<file path="config.mk">
export PLATFORM = sky130hd
export DESIGN_NAME = pmcm_top
export DESIGN_NICKNAME = d
export VERILOG_FILES = /design/src/core/pmcm_pkg.sv /design/src/core/pmcm_periph_gate.sv /design/src/core/pmcm_top.sv /design/src/core/pmcm_volt_ctl.sv
export SDC_FILE = /design/constraint.sdc
export NUM_CORES = 1
export LEC_CHECK = 0
export BUFFER_PORTS_ARGS = -buffer_cell sky130_fd_sc_hd__buf_2
export CORE_MARGIN = 3
export CORE_UTILIZATION = 55
export DETAILED_ROUTE_END_ITERATION = 6
export PLACE_DENSITY_LB_ADDON = 0.3
export SYNTH_ARGS = -nofsm -noshare
export SYNTH_HDL_FRONTEND = slang
export SYNTH_HIERARCHICAL = 1
export SYNTH_SLANG_ARGS = --single-unit
</file>
<file path="constraint.sdc">
create_clock -name i_sys_clk -period 6.8 [get_ports i_sys_clk]
set_input_delay 0.68 -clock i_sys_clk [delete_from_list [all_inputs] [get_ports i_sys_clk]]
set_output_delay 0.68 -clock i_sys_clk [all_outputs]
set_load 0.02 [all_outputs]
</file>
<file path="src/core/pmcm_pkg.sv">
// Shared constants, register map and state codes of the power mode manager
package pmcm_pkg;
    localparam int CLK_PERIOD_NS = 25;
    localparam int VSTEP_NS = 10000;
    localparam int VSTEP_CYC = (VSTEP_NS + CLK_PERIOD_NS - 1) / CLK_PERIOD_NS;
    localparam int VCNT_W = 9;
    localparam int NUM_PERIPH = 16;
    localparam int MULT_W = 6;
    localparam int VOLT_W = 4;
    localparam int ADR_W = 8;

    localparam logic [ADR_W-1:0] ADR_MODE = 8'h00;
    localparam logic [ADR_W-1:0] ADR_MULT = 8'h04;
    localparam logic [ADR_W-1:0] ADR_VOLT = 8'h08;
    localparam logic [ADR_W-1:0] ADR_GATE = 8'h0C;
    localparam logic [ADR_W-1:0] ADR_STAT = 8'h10;

    localparam int MODE_REQ_LSB = 0;
    localparam int MODE_PLLOFF_BIT = 4;
    localparam int STAT_STATE_LSB = 0;
    localparam int STAT_MULT_LSB = 8;
    localparam int STAT_PLL_BIT = 16;
    localparam int STAT_BYP_BIT = 17;
    localparam int STAT_CORE_CLOCK_BIT = 18;
    localparam int STAT_SCLK_BIT = 19;
    localparam int STAT_PWR_BIT = 20;
    localparam int STAT_DMA_BIT = 21;
    localparam int STAT_VLVL_LSB = 24;

    localparam logic [MULT_W-1:0] MULT_RST = 6'h0A;
    localparam logic [VOLT_W-1:0] VOLT_RST = 4'hC;
    localparam logic [NUM_PERIPH-1:0] GATE_RST = 16'hFFFF;

    typedef enum logic [2:0] {
        PM_FULL_ON = 3'b000,
        PM_ACTIVE = 3'b001,
        PM_SLEEP = 3'b010,
        PM_DEEP = 3'b011,
        PM_HIBERN = 3'b100
    } pmcm_state_e;
endpackage

</file>
<file path="src/core/pmcm_periph_gate.sv">
// Per-peripheral clock enables, held off from the cycle after the system clock stops
`timescale 1ns/1ps
`default_nettype none
module pmcm_periph_gate (
    input wire logic i_sys_clk,
    input wire logic i_rst,
    input wire logic i_sys_on,
    input wire logic [pmcm_pkg::NUM_PERIPH-1:0] i_enable,
    output logic [pmcm_pkg::NUM_PERIPH-1:0] o_clk_en
);
    import pmcm_pkg::*;

    genvar g;
    generate
        for (g = 0; g < NUM_PERIPH; g++) begin : g_gate
            always_ff @(posedge i_sys_clk) begin
                if (i_rst) begin
                    o_clk_en[g] <= GATE_RST[g];
                end else begin
                    o_clk_en[g] <= i_sys_on & i_enable[g];
                end
            end
        end
    endgenerate

    property p_gate_off_sys_stop;
        @(posedge i_sys_clk) disable iff (i_rst)
        !i_sys_on |=> o_clk_en == '0;
    endproperty
    a_gate_off_sys_stop: assert property (p_gate_off_sys_stop)
        else $error("peripheral clock runs while system clock stopped");

    property p_gate_follows;
        @(posedge i_sys_clk) disable iff (i_rst)
        i_sys_on && $stable(i_sys_on) && $stable(i_enable)
            |-> o_clk_en == i_enable;
    endproperty
    a_gate_follows: assert property (p_gate_follows)
        else $error("peripheral clock enable does not follow its bit");
endmodule
`default_nettype wire

</file>
<file path="src/core/pmcm_top.sv">
// Power mode manager: operating states, clock and power controls, registers
//
// Chosen here: the Wishbone register port and the register offsets.
`timescale 1ns/1ps
`default_nettype none
module pmcm_top (
    input wire logic i_sys_clk,
    input wire logic i_rst,
    input wire logic i_wb_cyc,
    input wire logic i_wb_stb,
    input wire logic i_wb_we,
    input wire logic [pmcm_pkg::ADR_W-1:0] i_wb_adr,
    input wire logic [3:0] i_wb_sel,
    input wire logic [31:0] i_wb_dat,
    output logic [31:0] o_wb_dat,
    output logic o_wb_ack,
    input wire logic i_wakeup,
    output logic o_pll_en,
    output logic o_pll_bypass,
    output logic o_core_clk_en,
    output logic o_sys_clk_en,
    output logic o_core_pwr_on,
    output logic o_dma_l1_avail,
    output logic [pmcm_pkg::MULT_W-1:0] o_core_mult,
    output logic [pmcm_pkg::NUM_PERIPH-1:0] o_periph_clk_en,
    output logic [pmcm_pkg::VOLT_W-1:0] o_vcore_level
);
    import pmcm_pkg::*;

    pmcm_state_e state_q;
    pmcm_state_e state_d;
    pmcm_state_e run_mode_q;
    logic [2:0] mode_req_q;
    logic pll_off_act_q;
    logic [MULT_W-1:0] mult_pend_q;
    logic [MULT_W-1:0] mult_app_q;
    logic [VOLT_W-1:0] volt_sel_q;
    logic [NUM_PERIPH-1:0] gate_q;
    logic ack_q;
    logic [31:0] rdat_q;
    logic [31:0] rdat_d;
    logic bus_go;
    logic wr_go;
    logic mode_wr;
    logic mode_ok;

    assign o_wb_ack = ack_q;
    assign o_wb_dat = rdat_q;
    assign o_core_mult = mult_app_q;

    // Bus request is taken once, on the edge that raises ack
    assign bus_go = i_wb_cyc & i_wb_stb & ~ack_q;
    assign wr_go = bus_go & i_wb_we;
    assign mode_wr = wr_go & i_wb_sel[0] & (i_wb_adr == ADR_MODE);
    assign mode_ok = i_wb_dat[MODE_REQ_LSB +: 3] <= 3'(PM_DEEP);

    always_ff @(posedge i_sys_clk) begin
        if (i_rst) begin
            ack_q <= 1'b0;
        end else begin
            ack_q <= bus_go;
        end
    end

    always_ff @(posedge i_sys_clk) begin
        if (i_rst) begin
            mode_req_q <= 3'(PM_FULL_ON);
            pll_off_act_q <= 1'b0;
        end else if (mode_wr) begin
            mode_req_q <= i_wb_dat[MODE_REQ_LSB +: 3];
            pll_off_act_q <= i_wb_dat[MODE_PLLOFF_BIT];
        end
    end

    // Ratio may be written in any state; it reaches the loop only on entry
    always_ff @(posedge i_sys_clk) begin
        if (i_rst) begin
            mult_pend_q <= MULT_RST;
        end else if (wr_go && i_wb_sel[0] && i_wb_adr == ADR_MULT) begin
            mult_pend_q <= i_wb_dat[MULT_W-1:0];
        end
    end

    always_ff @(posedge i_sys_clk) begin
        if (i_rst) begin
            mult_app_q <= MULT_RST;
        end else if (state_d == PM_FULL_ON && state_q != PM_FULL_ON) begin
            mult_app_q <= mult_pend_q;
        end
    end

    always_ff @(posedge i_sys_clk) begin
        if (i_rst) begin
            volt_sel_q <= VOLT_RST;
        end else if (wr_go && i_wb_sel[0] && i_wb_adr == ADR_VOLT) begin
            volt_sel_q <= i_wb_dat[VOLT_W-1:0];
        end
    end

    always_ff @(posedge i_sys_clk) begin
        if (i_rst) begin
            gate_q <= GATE_RST;
        end else if (wr_go && i_wb_adr == ADR_GATE) begin
            if (i_wb_sel[0]) begin
                gate_q[7:0] <= i_wb_dat[7:0];
            end
            if (i_wb_sel[1]) begin
                gate_q[15:8] <= i_wb_dat[15:8];
            end
        end
    end

    // Zero supply outranks any mode request; wake returns to last run mode
    always_comb begin
        state_d = state_q;
        if (volt_sel_q == '0) begin
            state_d = PM_HIBERN;
        end else if (state_q == PM_HIBERN) begin
            state_d = PM_FULL_ON;
        end else if (mode_wr && mode_ok) begin
            state_d = pmcm_state_e'(i_wb_dat[MODE_REQ_LSB +: 3]);
        end else if (i_wakeup &&
                     (state_q == PM_SLEEP || state_q == PM_DEEP)) begin
            state_d = run_mode_q;
        end
    end

    always_ff @(posedge i_sys_clk) begin
        if (i_rst) begin
            state_q <= PM_FULL_ON;
        end else begin
            state_q <= state_d;
        end
    end

    always_ff @(posedge i_sys_clk) begin
        if (i_rst) begin
            run_mode_q <= PM_FULL_ON;
        end else if (state_d == PM_FULL_ON || state_d == PM_ACTIVE) begin
            run_mode_q <= state_d;
        end
    end

    // Controls are registered from the next state so they line up with it
    always_ff @(posedge i_sys_clk) begin
        if (i_rst) begin
            o_pll_en <= 1'b1;
            o_pll_bypass <= 1'b0;
            o_core_clk_en <= 1'b1;
            o_sys_clk_en <= 1'b1;
            o_core_pwr_on <= 1'b1;
            o_dma_l1_avail <= 1'b1;
        end else begin
            case (state_d)
                PM_FULL_ON: begin
                    o_pll_en <= 1'b1;
                    o_pll_bypass <= 1'b0;
                    o_core_clk_en <= 1'b1;
                    o_sys_clk_en <= 1'b1;
                    o_core_pwr_on <= 1'b1;
                    o_dma_l1_avail <= 1'b1;
                end
                PM_ACTIVE: begin
                    o_pll_en <= ~pll_off_act_q;
                    o_pll_bypass <= 1'b1;
                    o_core_clk_en <= 1'b1;
                    o_sys_clk_en <= 1'b1;
                    o_core_pwr_on <= 1'b1;
                    o_dma_l1_avail <= 1'b1;
                end
                PM_SLEEP: begin
                    o_pll_en <= 1'b1;
                    o_pll_bypass <= 1'b0;
                    o_core_clk_en <= 1'b0;
                    o_sys_clk_en <= 1'b1;
                    o_core_pwr_on <= 1'b1;
                    o_dma_l1_avail <= 1'b0;
                end
                PM_DEEP: begin
                    o_pll_en <= 1'b0;
                    o_pll_bypass <= 1'b0;
                    o_core_clk_en <= 1'b0;
                    o_sys_clk_en <= 1'b0;
                    o_core_pwr_on <= 1'b1;
                    o_dma_l1_avail <= 1'b0;
                end
                default: begin
                    o_pll_en <= 1'b0;
                    o_pll_bypass <= 1'b0;
                    o_core_clk_en <= 1'b0;
                    o_sys_clk_en <= 1'b0;
                    o_core_pwr_on <= 1'b0;
                    o_dma_l1_avail <= 1'b0;
                end
            endcase
        end
    end

    always_comb begin
        rdat_d = '0;
        case (i_wb_adr)
            ADR_MODE: begin
                rdat_d[MODE_REQ_LSB +: 3] = mode_req_q;
                rdat_d[MODE_PLLOFF_BIT] = pll_off_act_q;
            end
            ADR_MULT: begin
                rdat_d[MULT_W-1:0] = mult_pend_q;
            end
            ADR_VOLT: begin
                rdat_d[VOLT_W-1:0] = volt_sel_q;
            end
            ADR_GATE: begin
                rdat_d[NUM_PERIPH-1:0] = gate_q;
            end
            ADR_STAT: begin
                rdat_d[STAT_STATE_LSB +: 3] = state_q;
                rdat_d[STAT_MULT_LSB +: MULT_W] = mult_app_q;
                rdat_d[STAT_PLL_BIT] = o_pll_en;
                rdat_d[STAT_BYP_BIT] = o_pll_bypass;
                rdat_d[STAT_CORE_CLOCK_BIT] = o_core_clk_en;
                rdat_d[STAT_SCLK_BIT] = o_sys_clk_en;
                rdat_d[STAT_PWR_BIT] = o_core_pwr_on;
                rdat_d[STAT_DMA_BIT] = o_dma_l1_avail;
                rdat_d[STAT_VLVL_LSB +: VOLT_W] = o_vcore_level;
            end
            default: begin
                rdat_d = '0;
            end
        endcase
    end

    always_ff @(posedge i_sys_clk) begin
        if (i_rst) begin
            rdat_q <= '0;
        end else if (bus_go && !i_wb_we) begin
            rdat_q <= rdat_d;
        end
    end

    pmcm_periph_gate u_gate (
        .i_sys_clk(i_sys_clk),
        .i_rst(i_rst),
        .i_sys_on(o_sys_clk_en),
        .i_enable(gate_q),
        .o_clk_en(o_periph_clk_en)
    );

    pmcm_volt_ctl u_volt (
        .i_sys_clk(i_sys_clk),
        .i_rst(i_rst),
        .i_target(volt_sel_q),
        .o_level(o_vcore_level)
    );

    property p_reset_full_on;
        @(posedge i_sys_clk)
        i_rst |=> state_q == PM_FULL_ON && o_core_clk_en && !o_pll_bypass;
    endproperty
    a_reset_full_on: assert property (p_reset_full_on)
        else $error("reset did not land in full-on");

    property p_full_on_ctrl;
        @(posedge i_sys_clk) disable iff (i_rst)
        state_q == PM_FULL_ON |-> o_pll_en && !o_pll_bypass &&
            o_core_clk_en && o_sys_clk_en && o_core_pwr_on;
    endproperty
    a_full_on_ctrl: assert property (p_full_on_ctrl)
        else $error("full-on controls wrong");

    property p_active_ctrl;
        @(posedge i_sys_clk) disable iff (i_rst)
        state_q == PM_ACTIVE |-> o_pll_bypass && o_core_clk_en &&
            o_sys_clk_en && o_core_pwr_on;
    endproperty
    a_active_ctrl: assert property (p_active_ctrl)
        else $error("active controls wrong");

    property p_ratio_held;
        @(posedge i_sys_clk) disable iff (i_rst)
        state_q != PM_FULL_ON ##1 state_q != PM_FULL_ON
            |-> $stable(o_core_mult);
    endproperty
    a_ratio_held: assert property (p_ratio_held)
        else $error("ratio changed outside full-on entry");

    property p_ratio_applied;
        @(posedge i_sys_clk) disable iff (i_rst)
        state_q != PM_FULL_ON ##1 state_q == PM_FULL_ON
            |-> o_core_mult == $past(mult_pend_q);
    endproperty
    a_ratio_applied: assert property (p_ratio_applied)
        else $error("pending ratio not applied on full-on entry");

    property p_dma_avail;
        @(posedge i_sys_clk) disable iff (i_rst)
        state_q == PM_ACTIVE |-> o_dma_l1_avail;
    endproperty
    a_dma_avail: assert property (p_dma_avail)
        else $error("memory DMA unavailable in active");

    property p_sleep_ctrl;
        @(posedge i_sys_clk) disable iff (i_rst)
        state_q == PM_SLEEP |-> !o_core_clk_en && o_sys_clk_en &&
            o_pll_en && o_core_pwr_on;
    endproperty
    a_sleep_ctrl: assert property (p_sleep_ctrl)
        else $error("sleep controls wrong");

    property p_zero_volt_hib;
        @(posedge i_sys_clk) disable iff (i_rst)
        volt_sel_q == '0 |=> state_q == PM_HIBERN;
    endproperty
    a_zero_volt_hib: assert property (p_zero_volt_hib)
        else $error("zero supply setting did not hibernate");

    property p_hib_ctrl;
        @(posedge i_sys_clk) disable iff (i_rst)
        state_q == PM_HIBERN |-> !o_pll_en && !o_core_clk_en &&
            !o_sys_clk_en && !o_core_pwr_on;
    endproperty
    a_hib_ctrl: assert property (p_hib_ctrl)
        else $error("hibernate controls wrong");

    property p_deep_ctrl;
        @(posedge i_sys_clk) disable iff (i_rst)
        state_q == PM_DEEP |-> !o_pll_en && !o_core_clk_en &&
            !o_sys_clk_en && o_core_pwr_on;
    endproperty
    a_deep_ctrl: assert property (p_deep_ctrl)
        else $error("deep sleep controls wrong");
endmodule
`default_nettype wire

</file>
<file path="src/core/pmcm_volt_ctl.sv">
// Core supply level that walks one step at a time toward the set value
`timescale 1ns/1ps
`default_nettype none
module pmcm_volt_ctl (
    input wire logic i_sys_clk,
    input wire logic i_rst,
    input wire logic [pmcm_pkg::VOLT_W-1:0] i_target,
    output logic [pmcm_pkg::VOLT_W-1:0] o_level
);
    import pmcm_pkg::*;

    localparam int STEP_WAIT = 401;
    logic [VCNT_W-1:0] cnt_q;

    // One step per dwell keeps regulator slew bounded
    always_ff @(posedge i_sys_clk) begin
        if (i_rst) begin
            cnt_q <= '0;
            o_level <= VOLT_RST;
        end else if (o_level == i_target) begin
            cnt_q <= '0;
        end else if (cnt_q == VCNT_W'(VSTEP_CYC - 1)) begin
            cnt_q <= '0;
            if (o_level < i_target) begin
                o_level <= o_level + 4'h1;
            end else begin
                o_level <= o_level - 4'h1;
            end
        end else begin
            cnt_q <= cnt_q + 9'h001;
        end
    end

    property p_level_moves;
        @(posedge i_sys_clk) disable iff (i_rst)
        o_level != i_target
            |-> ##[1:STEP_WAIT] ($changed(o_level) || o_level == i_target);
    endproperty
    a_level_moves: assert property (p_level_moves)
        else $error("core supply level stuck away from its setting");
endmodule
`default_nettype wire

</file>
==> results.sh <==
export IMPL_post_drt_via_cell_ratio=5.53
export IMPL_yosys_warnings=6
export IMPL_fin_worst_skew_ps=11.8
export IMPL_core_area_um2=7410
export IMPL_switchingPower_w=0.000233
export IMPL_cts_max_level=3
export IMPL_swShare=0.232
export IMPL_clockPowerShare=0.350
export IMPL_wl_um=9500
export IMPL_rrSetupSlack_ps=3910
export IMPL_area_delta_synth_final_pct=13.8
export IMPL_final_hold_viol_count=0
export IMPL_die_w_um=94.3
export IMPL_cts_setup_buffers=0
export IMPL_design_die_area_um2=8900
export IMPL_crit_fanout=5
export IMPL_place_ws_ps=3800
export IMPL_tightest_slew_ps=970
export IMPL_final_setup_worst_slack_ps=3910
export IMPL_initial_utilization=0.579
export IMPL_finalPower_w=0.00100
export IMPL_cts_resized=0
export IMPL_yosysSeqAreaShare=0.476
export IMPL_pwr_share_seq=0.599
export IMPL_grt_overflow=0
export IMPL_hp_class="register to register"
export IMPL_cts_root_buf="clkbuf_8"
export IMPL_pwr_share_comb=0.051
export IMPL_synth_most_common_cell="dfxtp_1"
export IMPL_dr_pass1_iters=5
export IMPL_setup_viol=0
export IMPL_vias=3448
export IMPL_grtUsageTotal=0.217
export IMPL_grt_pass1_wl_um=15200
export IMPL_period_needed_ps=2890
export IMPL_cts_sinks=102
export IMPL_worstSetupStartpointType="register"
export IMPL_diodes=0
export IMPL_slew_headroom=0.353
export IMPL_reg2reg_to="u_volt/o_level[3]$_SDFFE_PP1P_"
export IMPL_synth_top_area_frac=0.476
export IMPL_synth_area_leaders="dfxtp_1 (48%), nor2_1 (5.7%), mux2i_1 (4.9%)"
export IMPL_min_from="run_mode_q[1]$_SDFFE_PP0P_"
export IMPL_cts_hold_buf=0
export IMPL_fp_row_count=31
export IMPL_die_y_um=94.3
export IMPL_power_density_nw_per_um2=206
export IMPL_ant_nets=0
export IMPL_ys_async_sr_fraction=0
export IMPL_fmax_mhz=346
export IMPL_irDropWorstVdd_mv=0.132
export IMPL_cp_end_kind="register"
export IMPL_wl_per_cell_um=15.3
export IMPL_io_buffers=90
export IMPL_antenna_found_initial=0
export IMPL_numCtsBuffers=9
export IMPL_r2r_start="volt_sel_q[1]$_SDFFE_PP0P_"
export IMPL_startpoint="volt_sel_q[1]$_SDFFE_PP0P_"
export IMPL_synth_area_um2=4290
export IMPL_io_pins=115
export IMPL_drcViolationCount=0
export IMPL_place_congestion=0.860
export IMPL_r2r_cells=11
export IMPL_syn_avg_cell_area_um2=9.66
export IMPL_layout_drive_gt1_share=0.237
export IMPL_slew_violations=0
export IMPL_cts_clk_slew_worst_paths_ps=90
export IMPL_postLayoutCellArea_um2=4880
export IMPL_grt_max_degree=98
export IMPL_grt_pass1_vias=3314
export IMPL_place_area_um2=4700
export IMPL_min_period_over_period=0.426
export IMPL_p_int_w=0.000772
export IMPL_worstSetupPathType="register to register"
export IMPL_outcome="finished clean"
export IMPL_rsz0062_at_grt="false"
export IMPL_synthTopCellsByCount="dfxtp_1 (102), nor2_1 (65), inv_1 (21), mux2i_1 (21), a211o_1 (20)"
export IMPL_clockBufferDepth=2
export IMPL_drt_iter0_drc=213
export IMPL_insertion_delay_ps=350
export IMPL_max_cap_viol_count=0
export IMPL_synth_main_ff_cell="dfxtp_1"
export IMPL_synth_cell_types=56
export IMPL_required_ps=7050
export IMPL_synth_edff_count=0
export IMPL_nNetsFinal=577
export IMPL_place_hpwl_um=6690
export IMPL_hold_depth=1
export IMPL_arrival_ps=3150
export IMPL_power_leakage_nw=1.94
export IMPL_ys_ff_latch=102
export IMPL_fin_setup_tns_ps=0
export IMPL_hold_path_endpoint="run_mode_q[1]$_SDFFE_PP0P_"
export IMPL_cts_tree="done"
export IMPL_yosys_area_top_type="dfxtp_1"
export IMPL_netlist_instances=444
## critical path: stages (launching register included)
cell and delay, ps:
dfxtp_1 400, inv_1 70, ha_1 300, nor2b_1 130
o211ai_1 240, nand2_1 220, ha_1 330, a21o_1 180
a21oi_1 270, nor3_1 80, a221o_1 320, a311oi_1 250
## metal layers
metal,global-route usage,vias to the layer above,wire length (um)
met4,0.0830,0,117
met2,0.369,119,4530
met3,0.0369,13,605
li1,-,1691,-
met5,0,-,0
met1,0.274,1625,4250
## logic make-up (layout without fill, tap and decap cells)
kind of cell    after synthesis  after routing  share of synthesized area
compound gates               93             93                      0.171
xor+xnor                      8              8                     0.0163
fa+ha+maj                     8              8                     0.0251
buf+inv                      54            129                     0.0656
flops                       102            102                      0.476
mux                          25             25                     0.0604
other cells                   1              6                   0.000874
simple gates                153            153                      0.185
## registers in the layout, indices dropped and copies added, names as in the netlist, 4 cells and up
register	cells
volt_sel_q	4
u_gate/o_clk_en	16
o_core_mult	6
u_volt/o_level	4
gate_q	16
o_wb_dat	25
mult_pend_q	6
u_volt/cnt_q	9
## per-stage QoR
| step | instances | hold WS (ps) | utilization |
|---|---|---|---|
| 6_report | 623 | 460 | 0.659 |
| 5_1_grt | 623 | 492 | 0.659 |
| 4_1_cts | 623 | 464 | 0.659 |
| 3_5_place_dp | 607 | 446 | 0.634 |
| 3_3_place_gp | 607 | 435 | 0.634 |
| 2_1_floorplan | 449 | 424 | - |
## power by group through the flow
stage | clock, W | combinational [W] | sequential (W)
after floorplan | 0 | 0.0000298 | 0.000619
after global placement | 0 | 0.0000507 | 0.000615
after detailed placement | 0 | 0.0000511 | 0.000616
after CTS | 0.000360 | 0.0000513 | 0.000602
after global routing | 0.000376 | 0.0000570 | 0.000602
final | 0.000352 | 0.0000514 | 0.000601
## cell type report
type,instances,area (um2)
Sequential cell,102,2040
Clock buffer,12,155
Tap cell,99,124
Inverter,21,78.8
Multi-Input combinational cell,293,1990
Timing Repair Buffer,92,465
Fill cell,664,2530
Clock inverter,4,31.3
## layout by cell type (no fill, tap or decap), types with 3 or more instances in the layout
cell type,synthesis,routed
a221oi_1,6,6
conb_1,1,6
nand3_1,9,9
a211o_1,20,20
ha_1,7,7
a21o_2,5,5
nor3_1,9,9
nand2b_1,9,9
dfxtp_1,102,102
nor2b_1,15,15
xnor2_1,6,6
clkinv_4,0,3
buf_2,0,90
nand2_1,16,16
a211oi_1,3,3
mux2i_1,21,21
nor2_1,65,65
and4_1,4,4
and2_1,4,4
clkbuf_8,0,11
mux2_2,3,3
a21o_1,13,13
nand3b_1,3,3
inv_1,21,21
a21oi_1,14,14
nand4_1,3,3
a222oi_1,3,3
o21ai_0,5,5
a22oi_1,9,9
## worst max path at each step
stage / endpoint
after floorplan: u_volt/o_level[3]$_SDFFE_PP1P_
after global placement: o_core_mult[0]$_SDFFE_PP0P_
after detailed placement: o_core_mult[3]$_SDFFE_PP1P_
after CTS: u_volt/o_level[3]$_SDFFE_PP1P_
after global routing: u_volt/o_level[3]$_SDFFE_PP1P_
final: u_volt/o_level[3]$_SDFFE_PP1P_
Note: power is estimated with default switching activity, not from simulation.
